[src/lsp_regs.vh]
`ifndef LSP_REGS_VH
`define LSP_REGS_VH
// ==========================================
// clock and timing
`define LSP_CLK_MHZ 50
`define LSP_BIT_NOM_US 52
`define LSP_SYNC_MIN_US 485
`define LSP_SYNC_MAX_US 555
`define LSP_BREAK_MIN_US 572
// cycles at 50 mhz, sized for the 16-bit timers
// sync is timed over its first 8 of 10 bit times
`define LSP_SYNC_MIN_CYC 16'h4bc8
`define LSP_SYNC_MAX_CYC 16'h56b8
`define LSP_BREAK_MIN_CYC 16'h6fb8
// nominal bit less 15 or 30 percent, rounded up
`define LSP_STOP_MIN15_CYC 16'h08a2
`define LSP_STOP_MIN30_CYC 16'h071c
// ==========================================
// register byte offsets
`define LSP_OFS_CFG 8'h00
`define LSP_OFS_CTRL 8'h04
`define LSP_OFS_CNT 8'h08
`define LSP_OFS_STAT 8'h0c
`define LSP_OFS_PID 8'h10
`define LSP_OFS_STATE 8'h14
`define LSP_OFS_RXLO 8'h18
`define LSP_OFS_RXHI 8'h1c
`define LSP_OFS_TXLO 8'h20
`define LSP_OFS_TXHI 8'h24
`define LSP_OFS_BITT 8'h28
// ==========================================
// configuration fields and reset values
`define LSP_CFG_SKIP 0
`define LSP_CFG_HOLD 1
`define LSP_CFG_CSM 2
`define LSP_CFG_IBS 3
`define LSP_CFG_TOL 4
`define LSP_CFG_WIPE 5
`define LSP_CFG_RAW 6
`define LSP_CFG_RST 7'h00
`define LSP_BITT_RST 16'h0a28
`define LSP_CTRL_DIR 0
`define LSP_CNT_MAX 4'h8
// ==========================================
// status fields
`define LSP_ST_CSUM 0
`define LSP_ST_PAR 1
`define LSP_ST_STOPLVL 2
`define LSP_ST_STOPSHORT 3
`define LSP_ST_SYNCSHORT 4
`define LSP_ST_SYNCLONG 5
`define LSP_ST_DELIM 6
`define LSP_RESP_OK 2'b00
`define LSP_RESP_ERR 2'b10
`endif

[src/lsp_top.v]
// The placing of the registers and the AXI4-Lite register port are this design's own decisions.
`timescale 1ns/10ps
`default_nettype none
`include "lsp_regs.vh"
module lsp_top #(
  parameter [15:0] SYNC_MIN_CYC = `LSP_SYNC_MIN_CYC,
  parameter [15:0] SYNC_MAX_CYC = `LSP_SYNC_MAX_CYC,
  parameter [15:0] BREAK_MIN_CYC = `LSP_BREAK_MIN_CYC
) (
  input wire mclk,
  input wire arst_n,
  input wire [7:0] awaddr,
  input wire awvalid,
  output reg awready,
  input wire [31:0] wdata,
  input wire [3:0] wstrb,
  input wire wvalid,
  output reg wready,
  output reg [1:0] bresp,
  output reg bvalid,
  input wire bready,
  input wire [7:0] araddr,
  input wire arvalid,
  output reg arready,
  output reg [31:0] rdata,
  output reg [1:0] rresp,
  output reg rvalid,
  input wire rready,
  input wire linRx,
  output reg linTx,
  output reg syncIrq,
  output reg idIrq,
  output reg rxIrq,
  output reg txIrq
);
  localparam [2:0] S_BRK = 3'd0;
  localparam [2:0] S_SYNC = 3'd1;
  localparam [2:0] S_PID = 3'd2;
  localparam [2:0] S_DIR = 3'd3;
  localparam [2:0] S_RX = 3'd4;
  localparam [2:0] S_TX = 3'd5;
  localparam [15:0] STOP15 = `LSP_STOP_MIN15_CYC;
  localparam [15:0] STOP30 = `LSP_STOP_MIN30_CYC;

  function [7:0] lspAddc;
    input [7:0] a;
    input [7:0] b;
    reg [8:0] s;
    begin
      s = {1'b0, a} + {1'b0, b};
      lspAddc = s[7:0] + {7'h00, s[8]};
    end
  endfunction

  // ==========================================
  // state
  reg [6:0] cfg_q;
  reg dir_q;
  reg [3:0] cnt_q;
  reg [6:0] stat_q;
  reg [7:0] pid_q;
  reg [63:0] rxBuf_q;
  reg [63:0] txBuf_q;
  reg [15:0] bitTime_q;
  reg [2:0] state_q;
  reg [3:0] idx_q;
  reg [7:0] sum_q;
  reg [15:0] lowRun_q;
  reg [15:0] highRun_q;
  reg prevLine_q;
  reg delimArm_q;
  reg stopArm_q;
  reg [15:0] syncCnt_q;
  reg [2:0] edges_q;
  reg [11:0] txSh_q;
  reg [3:0] txBits_q;
  reg [15:0] txTmr_q;
  reg [7:0] awAddr_q;
  reg [31:0] wData_q;
  reg [3:0] wStrb_q;

  wire raw = cfg_q[`LSP_CFG_RAW];
  wire [15:0] stopMin = cfg_q[`LSP_CFG_TOL] ? STOP30 : STOP15;
  wire fall = prevLine_q & ~linRx;
  wire rise = ~prevLine_q & linRx;
  wire rxEn = !raw && (state_q == S_PID || state_q == S_RX || state_q == S_TX);
  wire rxDone;
  wire [7:0] rxData;
  wire rxStopBad;
  wire [7:0] p = rxData;
  wire idParOk = (p[6] == (p[0] ^ p[1] ^ p[2] ^ p[4])) &&
                 (p[7] == ~(p[1] ^ p[3] ^ p[4] ^ p[5]));
  wire syncEnd = state_q == S_SYNC && fall && edges_q == 3'd4;
  wire rxLast = idx_q >= cnt_q;
  wire doWrite = !awready && !wready && !bvalid;
  wire wipeNow = doWrite && awAddr_q == `LSP_OFS_CFG && wStrb_q[0] &&
                 wData_q[`LSP_CFG_WIPE];
  wire breakSeen = !raw && rise && lowRun_q >= BREAK_MIN_CYC;
  reg [6:0] statSet;
  reg [31:0] rdMux;
  reg rdOk;

  lsp_rx_byte rxByte (
    .mclk(mclk),
    .arst_n(arst_n),
    .enable(rxEn),
    .lineIn(linRx),
    .bitTime(bitTime_q),
    .done_q(rxDone),
    .data_q(rxData),
    .stopBad_q(rxStopBad)
  );

  // ==========================================
  // error detection
  always @* begin
    statSet = 7'h00;
    statSet[`LSP_ST_CSUM] = state_q == S_RX && rxDone && rxLast &&
                            rxData != ~sum_q;
    statSet[`LSP_ST_PAR] = state_q == S_PID && rxDone && !idParOk;
    statSet[`LSP_ST_STOPLVL] = rxEn && rxDone && rxStopBad;
    statSet[`LSP_ST_STOPSHORT] = fall && stopArm_q && highRun_q < stopMin;
    statSet[`LSP_ST_SYNCSHORT] = syncEnd && syncCnt_q < SYNC_MIN_CYC;
    statSet[`LSP_ST_SYNCLONG] = syncEnd && syncCnt_q > SYNC_MAX_CYC;
    statSet[`LSP_ST_DELIM] = state_q == S_SYNC && fall && delimArm_q &&
                             highRun_q < stopMin;
    if (raw)
      statSet = 7'h00;
  end

  // ==========================================
  // read decode
  always @* begin
    rdMux = 32'h0000_0000;
    rdOk = 1'b1;
    case (araddr)
      `LSP_OFS_CFG: rdMux = {25'h0000000, cfg_q};
      `LSP_OFS_CTRL: rdMux = {31'h00000000, dir_q};
      `LSP_OFS_CNT: rdMux = {28'h0000000, cnt_q};
      `LSP_OFS_STAT: rdMux = {25'h0000000, stat_q};
      `LSP_OFS_PID: rdMux = {24'h000000, pid_q};
      `LSP_OFS_STATE: rdMux = {29'h00000000, state_q};
      `LSP_OFS_RXLO: rdMux = rxBuf_q[31:0];
      `LSP_OFS_RXHI: rdMux = rxBuf_q[63:32];
      `LSP_OFS_TXLO: rdMux = txBuf_q[31:0];
      `LSP_OFS_TXHI: rdMux = txBuf_q[63:32];
      `LSP_OFS_BITT: rdMux = {16'h0000, bitTime_q};
      default: rdOk = 1'b0;
    endcase
  end

  // ==========================================
  // bus slave, registers and frame engine
  always @(posedge mclk or negedge arst_n) begin
    if (!arst_n) begin
      awready <= 1'b1;
      wready <= 1'b1;
      bvalid <= 1'b0;
      bresp <= `LSP_RESP_OK;
      arready <= 1'b1;
      rvalid <= 1'b0;
      rresp <= `LSP_RESP_OK;
      rdata <= 32'h0000_0000;
      awAddr_q <= 8'h00;
      wData_q <= 32'h0000_0000;
      wStrb_q <= 4'h0;
      cfg_q <= `LSP_CFG_RST;
      dir_q <= 1'b0;
      cnt_q <= 4'h0;
      stat_q <= 7'h00;
      pid_q <= 8'h00;
      rxBuf_q <= 64'h0;
      txBuf_q <= 64'h0;
      bitTime_q <= `LSP_BITT_RST;
      state_q <= S_BRK;
      idx_q <= 4'h0;
      sum_q <= 8'h00;
      lowRun_q <= 16'h0000;
      highRun_q <= 16'h0000;
      prevLine_q <= 1'b1;
      delimArm_q <= 1'b0;
      stopArm_q <= 1'b0;
      syncCnt_q <= 16'h0000;
      edges_q <= 3'd0;
      txSh_q <= 12'hfff;
      txBits_q <= 4'h0;
      txTmr_q <= 16'h0000;
      linTx <= 1'b1;
      syncIrq <= 1'b0;
      idIrq <= 1'b0;
      rxIrq <= 1'b0;
      txIrq <= 1'b0;
    end else begin
      syncIrq <= 1'b0;
      idIrq <= 1'b0;
      rxIrq <= 1'b0;
      txIrq <= 1'b0;
      prevLine_q <= linRx;
      lowRun_q <= linRx ? 16'h0000 : (&lowRun_q ? lowRun_q : lowRun_q + 16'h0001);
      highRun_q <= !linRx ? 16'h0000 : (&highRun_q ? highRun_q : highRun_q + 16'h0001);
      // set wins over the wipe in the same cycle
      stat_q <= (wipeNow ? 7'h00 : stat_q) | statSet;
      if (rxEn && rxDone)
        stopArm_q <= 1'b1;
      else if (fall)
        stopArm_q <= 1'b0;

      // write channel handshakes, either order
      if (awvalid && awready) begin
        awready <= 1'b0;
        awAddr_q <= awaddr;
      end
      if (wvalid && wready) begin
        wready <= 1'b0;
        wData_q <= wdata;
        wStrb_q <= wstrb;
      end
      if (bvalid && bready) begin
        bvalid <= 1'b0;
        awready <= 1'b1;
        wready <= 1'b1;
      end
      if (doWrite) begin
        bvalid <= 1'b1;
        bresp <= `LSP_RESP_OK;
        case (awAddr_q)
          `LSP_OFS_CFG: if (wStrb_q[0])
            cfg_q <= {wData_q[6], 1'b0, wData_q[4:0]};
          `LSP_OFS_CTRL: if (wStrb_q[0])
            dir_q <= wData_q[`LSP_CTRL_DIR];
          `LSP_OFS_CNT: if (wStrb_q[0])
            cnt_q <= wData_q[3:0] > `LSP_CNT_MAX ? `LSP_CNT_MAX : wData_q[3:0];
          `LSP_OFS_TXLO, `LSP_OFS_TXHI: begin : txw
            integer b;
            for (b = 0; b < 4; b = b + 1) begin
              if (wStrb_q[b]) begin
                if (awAddr_q == `LSP_OFS_TXLO)
                  txBuf_q[b*8 +: 8] <= wData_q[b*8 +: 8];
                else
                  txBuf_q[32 + b*8 +: 8] <= wData_q[b*8 +: 8];
              end
            end
          end
          `LSP_OFS_STAT, `LSP_OFS_PID, `LSP_OFS_STATE, `LSP_OFS_RXLO,
          `LSP_OFS_RXHI, `LSP_OFS_BITT: bresp <= `LSP_RESP_OK;
          default: bresp <= `LSP_RESP_ERR;
        endcase
      end

      // read channel
      if (arvalid && arready) begin
        arready <= 1'b0;
        rvalid <= 1'b1;
        rdata <= rdMux;
        rresp <= rdOk ? `LSP_RESP_OK : `LSP_RESP_ERR;
      end
      if (rvalid && rready) begin
        rvalid <= 1'b0;
        arready <= 1'b1;
      end

      // transmit bit timer, runs while txBits_q is nonzero, also after raw forces S_BRK
      if (txBits_q != 4'h0) begin
        if (txTmr_q == 16'h0000) begin
          txTmr_q <= bitTime_q - 16'h0001;
          txBits_q <= txBits_q - 4'h1;
          linTx <= (txBits_q == 4'h1) ? 1'b1 : txSh_q[0];
          txSh_q <= {1'b1, txSh_q[11:1]};
        end else begin
          txTmr_q <= txTmr_q - 16'h0001;
        end
      end

      case (state_q)
        S_BRK: begin
          edges_q <= 3'd0;
        end
        S_SYNC: begin
          if (edges_q != 3'd0)
            syncCnt_q <= syncCnt_q + 16'h0001;
          if (fall) begin
            delimArm_q <= 1'b0;
            edges_q <= edges_q + 3'd1;
            // count from one so the span holds whole cycles
            if (edges_q == 3'd0)
              syncCnt_q <= 16'h0001;
          end
          if (syncEnd) begin
            bitTime_q <= {3'b000, syncCnt_q[15:3]};
            syncIrq <= 1'b1;
            state_q <= S_PID;
          end
        end
        S_PID: begin
          if (rxDone) begin
            if (!idParOk) begin
              state_q <= S_BRK;
            end else begin
              // identifier is stored raw, never decoded here
              pid_q <= rxData;
              idIrq <= 1'b1;
              state_q <= cfg_q[`LSP_CFG_SKIP] ? S_BRK : S_DIR;
            end
          end
        end
        S_DIR: begin
          // software picks direction after the identifier interrupt
          if (doWrite && awAddr_q == `LSP_OFS_CTRL && wStrb_q[0]) begin
            idx_q <= 4'h0;
            sum_q <= cfg_q[`LSP_CFG_CSM] ? pid_q : 8'h00;
            state_q <= wData_q[`LSP_CTRL_DIR] ? S_TX : S_RX;
          end
        end
        S_RX: begin
          if (rxDone) begin
            if (!rxLast) begin
              rxBuf_q[{idx_q[2:0], 3'b000} +: 8] <= rxData;
              sum_q <= lspAddc(sum_q, rxData);
              idx_q <= idx_q + 4'h1;
            end else begin
              if (rxData == ~sum_q) begin
                rxIrq <= 1'b1;
                pid_q <= 8'h00;
              end
              state_q <= S_BRK;
            end
          end
        end
        S_TX: begin
          if (txBits_q == 4'h0) begin
            if (idx_q < cnt_q) begin
              sum_q <= lspAddc(sum_q, txBuf_q[{idx_q[2:0], 3'b000} +: 8]);
              txSh_q <= {3'b111, txBuf_q[{idx_q[2:0], 3'b000} +: 8], 1'b0};
              // load cycle eats one count, so the gap stays whole bits
              txTmr_q <= bitTime_q - 16'h0002;
              // start, 8 data, stop, then the interbyte gap
              txBits_q <= cfg_q[`LSP_CFG_IBS] ? 4'hc : 4'hb;
              idx_q <= idx_q + 4'h1;
            end else if (idx_q == cnt_q) begin
              txSh_q <= {3'b111, ~sum_q, 1'b0};
              txTmr_q <= bitTime_q - 16'h0002;
              // last count only marks the end of the stop bit
              txBits_q <= 4'hb;
              idx_q <= idx_q + 4'h1;
            end else begin
              txIrq <= 1'b1;
              pid_q <= 8'h00;
              state_q <= S_BRK;
            end
          end
        end
        default: state_q <= S_BRK;
      endcase

      // a break restarts the frame from any state
      if (breakSeen) begin
        txBits_q <= 4'h0;
        linTx <= 1'b1;
        delimArm_q <= 1'b1;
        edges_q <= 3'd0;
        state_q <= cfg_q[`LSP_CFG_HOLD] ? S_SYNC : S_BRK;
      end
      if (raw)
        state_q <= S_BRK;
    end
  end
endmodule
`default_nettype wire

[src/lsp_rx_byte.v]
`timescale 1ns/10ps
`default_nettype none
// ==========================================
// one-byte receiver, samples at mid-bit
module lsp_rx_byte (
  input wire mclk,
  input wire arst_n,
  input wire enable,
  input wire lineIn,
  input wire [15:0] bitTime,
  output reg done_q,
  output reg [7:0] data_q,
  output reg stopBad_q
);
  reg busy_q;
  reg prev_q;
  reg [15:0] cnt_q;
  reg [3:0] bitIdx_q;
  reg [7:0] sh_q;

  always @(posedge mclk or negedge arst_n) begin
    if (!arst_n) begin
      busy_q <= 1'b0;
      prev_q <= 1'b1;
      cnt_q <= 16'h0000;
      bitIdx_q <= 4'h0;
      sh_q <= 8'h00;
      done_q <= 1'b0;
      data_q <= 8'h00;
      stopBad_q <= 1'b0;
    end else begin
      prev_q <= lineIn;
      done_q <= 1'b0;
      if (!enable) begin
        busy_q <= 1'b0;
      end else if (!busy_q) begin
        if (prev_q && !lineIn) begin
          busy_q <= 1'b1;
          cnt_q <= {1'b0, bitTime[15:1]};
          bitIdx_q <= 4'h0;
        end
      end else if (cnt_q != 16'h0000) begin
        cnt_q <= cnt_q - 16'h0001;
      end else begin
        cnt_q <= bitTime - 16'h0001;
        bitIdx_q <= bitIdx_q + 4'h1;
        if (bitIdx_q == 4'h0) begin
          // glitch, not a start bit
          if (lineIn)
            busy_q <= 1'b0;
        end else if (bitIdx_q < 4'h9) begin
          sh_q <= {lineIn, sh_q[7:1]};
        end else begin
          busy_q <= 1'b0;
          done_q <= 1'b1;
          data_q <= sh_q;
          stopBad_q <= ~lineIn;
        end
      end
    end
  end
endmodule
`default_nettype wire

[config.mk]
export PLATFORM = sky130hd
export DESIGN_NAME = lsp_top
export DESIGN_NICKNAME = d
export VERILOG_FILES = /design/src/lsp_top.v /design/src/lsp_rx_byte.v
export VERILOG_INCLUDE_DIRS = /design/src
export SDC_FILE = /design/constraint.sdc
export NUM_CORES = 1
export LEC_CHECK = 0
export BUFFER_PORTS_ARGS = -buffer_cell sky130_fd_sc_hd__buf_2
export CAP_MARGIN = 10
export CORE_ASPECT_RATIO = 0.75
export CORE_MARGIN = 2
export CORE_UTILIZATION = 35
export CTS_BUF_LIST = sky130_fd_sc_hd__clkbuf_4
export CTS_CLUSTER_DIAMETER = 80
export CTS_CLUSTER_SIZE = 14
export DETAILED_ROUTE_END_ITERATION = 10
export MAX_ROUTING_LAYER = met4
export PLACE_DENSITY = 0.47
export SETUP_SLACK_MARGIN = 0.1
export SLEW_MARGIN = 20
export SYNTH_ARGS = -nofsm -noshare
export SYNTH_HDL_FRONTEND = slang
export SYNTH_SLANG_ARGS = --single-unit
[constraint.sdc]
create_clock -name mclk -period 4.9 [get_ports mclk]
set_input_delay 0.245 -clock mclk [delete_from_list [all_inputs] [get_ports mclk]]
set_output_delay 0.245 -clock mclk [all_outputs]
set_load 0.005 [all_outputs]
==> results of run 1 <==
final timing paths:
check / cells after the start / end / startpoint / slack [ns]
min in group asynchronous: 2 / wData_q[1]$_DFFE_PN0P_ / arst_n / 0.08
worst max-delay path: 19 / sum_q[7]$_DFFE_PN0P_ / idx_q[2]$_DFFE_PN0P_ / 0.56
worst min register to register: 2 / txSh_q[0]$_DFF_PN1_ / txSh_q[0]$_DFF_PN1_ / 0.49
worst min-delay path: 5 / rdata[2]$_DFFE_PN0P_ / araddr[2] / 0.06
max in group asynchronous: 3 / txTmr_q[14]$_DFF_PN0_ / arst_n / 3.49
worst max register to register: 19 / sum_q[7]$_DFFE_PN0P_ / idx_q[2]$_DFFE_PN0P_ / 0.56
through the flow:
stage / hold WS, ns / utilization, % / setup slack (ns) / instance area, sq um
2_1_floorplan: -0.05059 / - / 0.7574 / 20550
3_3_place_gp: 0.3803 / 38.08 / 0.5792 / 21980
3_5_place_dp: 0.3992 / 38.08 / 0.5488 / 21980
4_1_cts: 0.02028 / 40.00 / 0.5111 / 23090
5_1_grt: 0.1032 / 40.04 / 0.1463 / 23110
6_report: 0.06459 / 40.04 / 0.5619 / 23110
worst min-delay path, cell delays in order:
cell	delay [ns]
buf_2	0.13
nand2_1	0.14
o21ai_1	0.16
nor2_1	0.09
o21ai_1	0.12
cell usage after synthesis, types with 13 or more instances:
cell type,n
nor2_1,150
nand2b_1,16
mux4_2,16
clkbuf_1,71
xnor2_1,40
a22oi_1,26
mux2i_1,18
o21ai_0,72
a21o_1,16
buf_2,15
ha_1,53
o21a_1,13
a31oi_1,28
xor2_1,35
dfstp_2,21
o21ai_1,63
mux2_1,130
and3_1,14
a22o_1,28
nand3_1,56
a21oi_1,91
nor2b_1,21
nor4_1,15
mux2_2,72
dfrtp_1,374
inv_1,41
nand4_1,14
nor3_1,37
nand2_1,219
a221oi_1,26
area by class of cell:
cell class                      count  area (sq um)
Fill cell                        5695         34610
Clock inverter                      7         136.4
Antenna cell                        6         15.01
Multi-Input combinational cell   1430         10120
Clock buffer                       56         420.4
Inverter                           46         172.7
Timing Repair Buffer              191          1361
Sequential cell                   395          9912
Tap cell                          780         975.9
routing by layer:
layer / GRT usage (%) / share of wire [%] / vias to the layer above
met5: - / 0 / -
met4: 4.142 / 1.4 / 0
met3: 5.777 / 7.3 / 57
met2: 30.08 / 40 / 361
met1: 33.39 / 51 / 8042
li1: - / - / 7422
timing repair:
| action | in CTS | in global routing |
|---|---|---|
| hold buffers | 55 | 0 |
| endpoints found under the hold margin | 174 | 0 |
| gates resized for setup | 0 | 1 |
| setup endpoints to repair | 0 | 1 |
sequential cells by signal, summed over array words and instances, names as in the netlist, 7 cells and up:
| signal | count |
|---|---|
| awAddr_q | 8 |
| bitTime_q | 13 |
| highRun_q | 16 |
| lowRun_q | 16 |
| pid_q | 8 |
| rdata | 32 |
| rxBuf_q | 64 |
| rxByte.cnt_q | 16 |
| rxByte.data_q | 8 |
| rxByte.sh_q | 8 |
| stat_q | 7 |
| sum_q | 8 |
| syncCnt_q | 16 |
| txBuf_q | 64 |
| txSh_q | 12 |
| txTmr_q | 16 |
| wData_q | 32 |
power groups by stage:
stage,Clock [W],Sequential [W],Combinational (W)
after global routing,0.00211,0.00417,0.00130
after global placement,0,0.00416,0.00109
after detailed placement,0,0.00418,0.00111
final,0.00192,0.00411,0.00115
after floorplan,0,0.00395,0.000810
after CTS,0.00200,0.00411,0.00116
cell families after synthesis:
family                   share of synthesized area [%]
AND/OR/NAND/NOR                                  14.58
buffers and inverters                            2.685
adder cells (fa/ha/maj)                          3.422
multiplexers                                     13.70
XOR/XNOR                                         3.197
other                                          0.01825
flip-flops                                       48.23
AO/OA/AOI/OAI                                    14.16
==> impl_metrics.yaml, run 1 <==
outcome:
  status: "completed"
clock_tree:
  root_buffer: "clkbuf_4"
  numCtsBuffers: 35
  clock_path_buffers: 3
  cts_setup_buffers: 0
  tritoncts: "done"
  clkSlewWorstSetupHoldPaths_ns: 0.17
  htreeDepth: 2
  cts_sinks: 395
  clk_latency_ns: 0.85
drt:
  drc: 0
  viasPerCell: 5.456
  first_pass_iters: 6
  ant_nets: 0
  routed_wl_um: 65730
  avgRoutedWirePerCell_um: 22.58
  drtIter0Drc: 1448
  vias: 15880
critical_path:
  crit_chain: "clkinv_1, nand2_1, nand2_1, ha_1, inv_1, fa_1, nor2b_1, o31a_1, o21ai_1, a21boi_0, o21ai_0, nand2b_1, ha_1, and3_1, nand3_1, or4b_1, xnor2_1, a22oi_1, a31oi_1"
  crit_path_top_delay_cell: "dfrtp_1"
  critPathKind: "flop to flop"
  path_max_fanout: 10
  slowest_delay_ns: 0.57
  setup.worst_path.end_class: "flop"
  cp_top_family: "simple AND/OR/NAND/NOR gates"
  path_buf_inv: 2
  crit_arrival_ns: 5.03
  cp-start-kind: "flop"
  required_ns: 5.59
pwr:
  pwr-share-comb_pct: 16.0
  power.density_nw_per_um2: 310.5
  p_leak_nw: 10.57
  internal-power_w: 0.004960
  p_clk_share_pct: 26.7
  ir_worst_vdd_v: 0.0002085
  power.total_w: 0.007177
  p_seq_share_pct: 57.3
  swShare_pct: 30.89
  power.switching_w: 0.002217
logic_synthesis:
  async_flop_share_pct: 100.0
  synth_ff_type: "dfrtp_1"
  synth_seq_cells: 395
  synth.area.top_cells: "dfrtp_1, mux2_1, nand2_1"
  synth_edf_count: 0
  yosys_warnings: 0
  yosysSeqAreaShare_pct: 48.23
  yosys.area.top_type: "dfrtp_1"
  synthCells: 1962
  syn_avg_cell_area_sq_um: 10.47
  synth_top_area_share_pct: 45.55
  netlist_area_sq_um: 20550
  synth_cell_types: 87
timing:
  layout_min_cycle_time_ns: 4.338
  setup_violations: 0
  rsz0062_at_grt: "false"
  fin_crit_sh_pct: 88.53
  worst_slew_pin_slew_ns: 1.033
  finalClockSkew_ns: 0.08352
  hold_viol: 0
  fmax_ghz: 0.2305
  relSlewSlack_pct: 31.16
  fin_tns_setup_ns: 0
  slew_violations: 0
die:
  die_h_um: 213.8
  io_pins: 106
  dieArea_sq_um: 60680
  initial_utilization_pct: 35.60
  rows: 76
  core_sq_um: 57720
  die_width_um: 283.8
layout:
  area_growth_pct: 12.49
  layout_common_cells: "dfrtp_1, nand2_1, nor2_1"
  drive_above_1_share_pct: 16.14
  instances_no_fill: 2911
  layout_commonest_cell: "dfrtp_1"
  fin_nets: 2214
global_routing:
  overflow: 0
  grt_pass1_wl_um: 99240
  grt_pass1_vias: 15490
  grt_max_degree: 113
  antenna_found_initial: 8
  grt_usage_pct: 22.32
placement:
  post-place-cells: 2787
  gp_congestion: 0.9492
  dp_hpwl_um: 47740
  io_buffers: 103
worst_hold_path:
  hold_path_class: "input port to flop"
run:
  maxCapViolCount: 0
(Power assumes the default switching activity.)
==> run 2, diff against run 1 <==
- RECOVER_POWER: not set -> 100
==> impl_metrics.yaml, run 2 (same netlist as run 1, synthesis figures left out) <==
global_routing:
  grt_max_degree: 113
  grt_usage_pct: 22.32
  grt_pass1_wl_um: 99240
  overflow: 0
  antenna_found_initial: 8
  grt_pass1_vias: 15490
placement:
  placed_area_sq_um: 21980
  dp_hpwl_um: 47740
  gp_congestion: 0.9492
  io_buffers: 103
  post-place-cells: 2787
timing:
  layout_min_cycle_time_ns: 4.363
  fmax_ghz: 0.2292
  relSlewSlack_pct: -89.28
  setup_violations: 0
  hold_viol: 0
  timing.hold.ws_ns: 0.09183
  worst_slew_pin_slew_ns: 2.839
  fin_crit_sh_pct: 89.03
  finalClockSkew_ns: 0.07845
  slew_violations: 396
  fin_tns_setup_ns: 0
  rsz0062_at_grt: "false"
drt:
  dr_wl_met3_um: 4979
  viasPerCell: 5.495
  route.met2.wl_um: 26490
  drtIter0Drc: 1361
  avgRoutedWirePerCell_um: 22.57
  first_pass_iters: 7
  drc: 0
  routed_wl_um: 65710
  wl_met1_um: 33320
  vias: 16000
  routed.top_layer: "met4"
  ant_nets: 0
die:
  io_pins: 106
  die_width_um: 283.8
  dieArea_sq_um: 60680
  initial_utilization_pct: 35.60
  core_sq_um: 57720
  rows: 76
  die_h_um: 213.8
critical_path:
  setup.worst_path.end_class: "flop"
  cp-start-kind: "flop"
  path_max_fanout: 10
  required_ns: 5.58
  crit_arrival_ns: 5.05
  critPathKind: "flop to flop"
  r2r_setup_slack_ns: 0.54
clock_tree:
  clk_latency_ns: 0.85
  tritoncts: "done"
  clkSlewWorstSetupHoldPaths_ns: 0.17
  root_buffer: "clkbuf_4"
  htreeDepth: 2
  numCtsBuffers: 35
  cts_sinks: 395
  cts_setup_buffers: 0
  clock_path_buffers: 3
outcome:
  violations: "capacitance limit, slew limit"
  status: "complete, but fails checks"
layout:
  area_growth_pct: 11.37
  fillers: 5743
  regArea_sq_um: 9912
  fin_area_sq_um: 22880
  layout_common_cells: "dfrtp_1, nand2_1, nor2_1"
  fin_nets: 2214
  reg_top3: "rxBuf_q (64), txBuf_q (64)"
  drive_above_1_share_pct: 12.94
  instances_no_fill: 2911
  multi_input_area_sq_um: 10010
  layout_commonest_cell: "dfrtp_1"
pwr:
  power.total_w: 0.007154
  p_leak_nw: 10.34
  ir_worst_vdd_v: 0.0002039
  power.density_nw_per_um2: 312.6
run:
  maxCapViolCount: 10
worst_hold_path:
  hold_path_class: "input port to flop"
[run 2: cell count changes in the layout (fill, tap and decap cells not counted), sizes merged]
cell / delta
buf: -51
clkbuf: +51
[run 2: timing repair]
action / CTS / global route
gates resized for setup: 0 / 1
hold endpoints to repair: 174 / 0
hold buffers: 55 / 0
endpoints found under the setup margin: 0 / 1
[run 2: power by group]
group / internal (W) / switching (W)
Combinational: 0.000559 / 0.000571
Sequential: 0.00365 / 0.000451
Clock: 0.000734 / 0.00118
Total: 0.00495 / 0.00221
[run 2: final cells by class]
cell class                 instances  area share [%]
timing repair buffer             191           5.429
clock inverter                     7          0.5960
sequential                       395           43.32
clock buffer                      56           1.837
multi-input combinational       1430           43.74
inverter                          46          0.7546
antenna                            6         0.06561
tap                              780           4.265
[run 2: path summary, 6_finish.rpt]
path / from / to / depth (start not counted)
worst max-delay path: idx_q[2]$_DFFE_PN0P_ / sum_q[7]$_DFFE_PN0P_ / 19
worst min-delay path: araddr[2] / rdata[2]$_DFFE_PN0P_ / 5
worst max register to register: idx_q[2]$_DFFE_PN0P_ / sum_q[7]$_DFFE_PN0P_ / 19
worst min register to register: txSh_q[0]$_DFF_PN1_ / txSh_q[0]$_DFF_PN1_ / 2
max in group asynchronous: arst_n / rdata[16]$_DFFE_PN0P_ / 3
min in group asynchronous: arst_n / wData_q[1]$_DFFE_PN0P_ / 2
[run 2: through the flow]
step                      utilization (%)  setup slack (ns)
after CTS                           40.00            0.5111
after detailed placement            38.08            0.5488
after global routing                39.64            0.1097
final                               39.64            0.5374
after global placement              38.08            0.5792
after floorplan                         -            0.7574
[run 2: routing by layer]
layer | up-vias | track usage (%)
met5 | - | -
met4 | 0 | 4.142
met3 | 56 | 5.777
met2 | 419 | 30.08
met1 | 8101 | 33.39
li1 | 7419 | -
[run 2: critical path, stage by stage (launching register included)]
cell and delay [ns]:
dfrtp_1 0.57, clkinv_1 0.29, nand2_1 0.08, nand2_1 0.18, ha_1 0.23, inv_1 0.07
fa_1 0.40, nor2b_1 0.17, o31a_1 0.17, o21ai_0 0.10, a21boi_0 0.29, o21ai_0 0.12
nand2b_1 0.09, ha_1 0.16, and3_1 0.19, nand3_1 0.12, or4b_1 0.54, xnor2_1 0.14
a22oi_1 0.18, a31oi_1 0.10
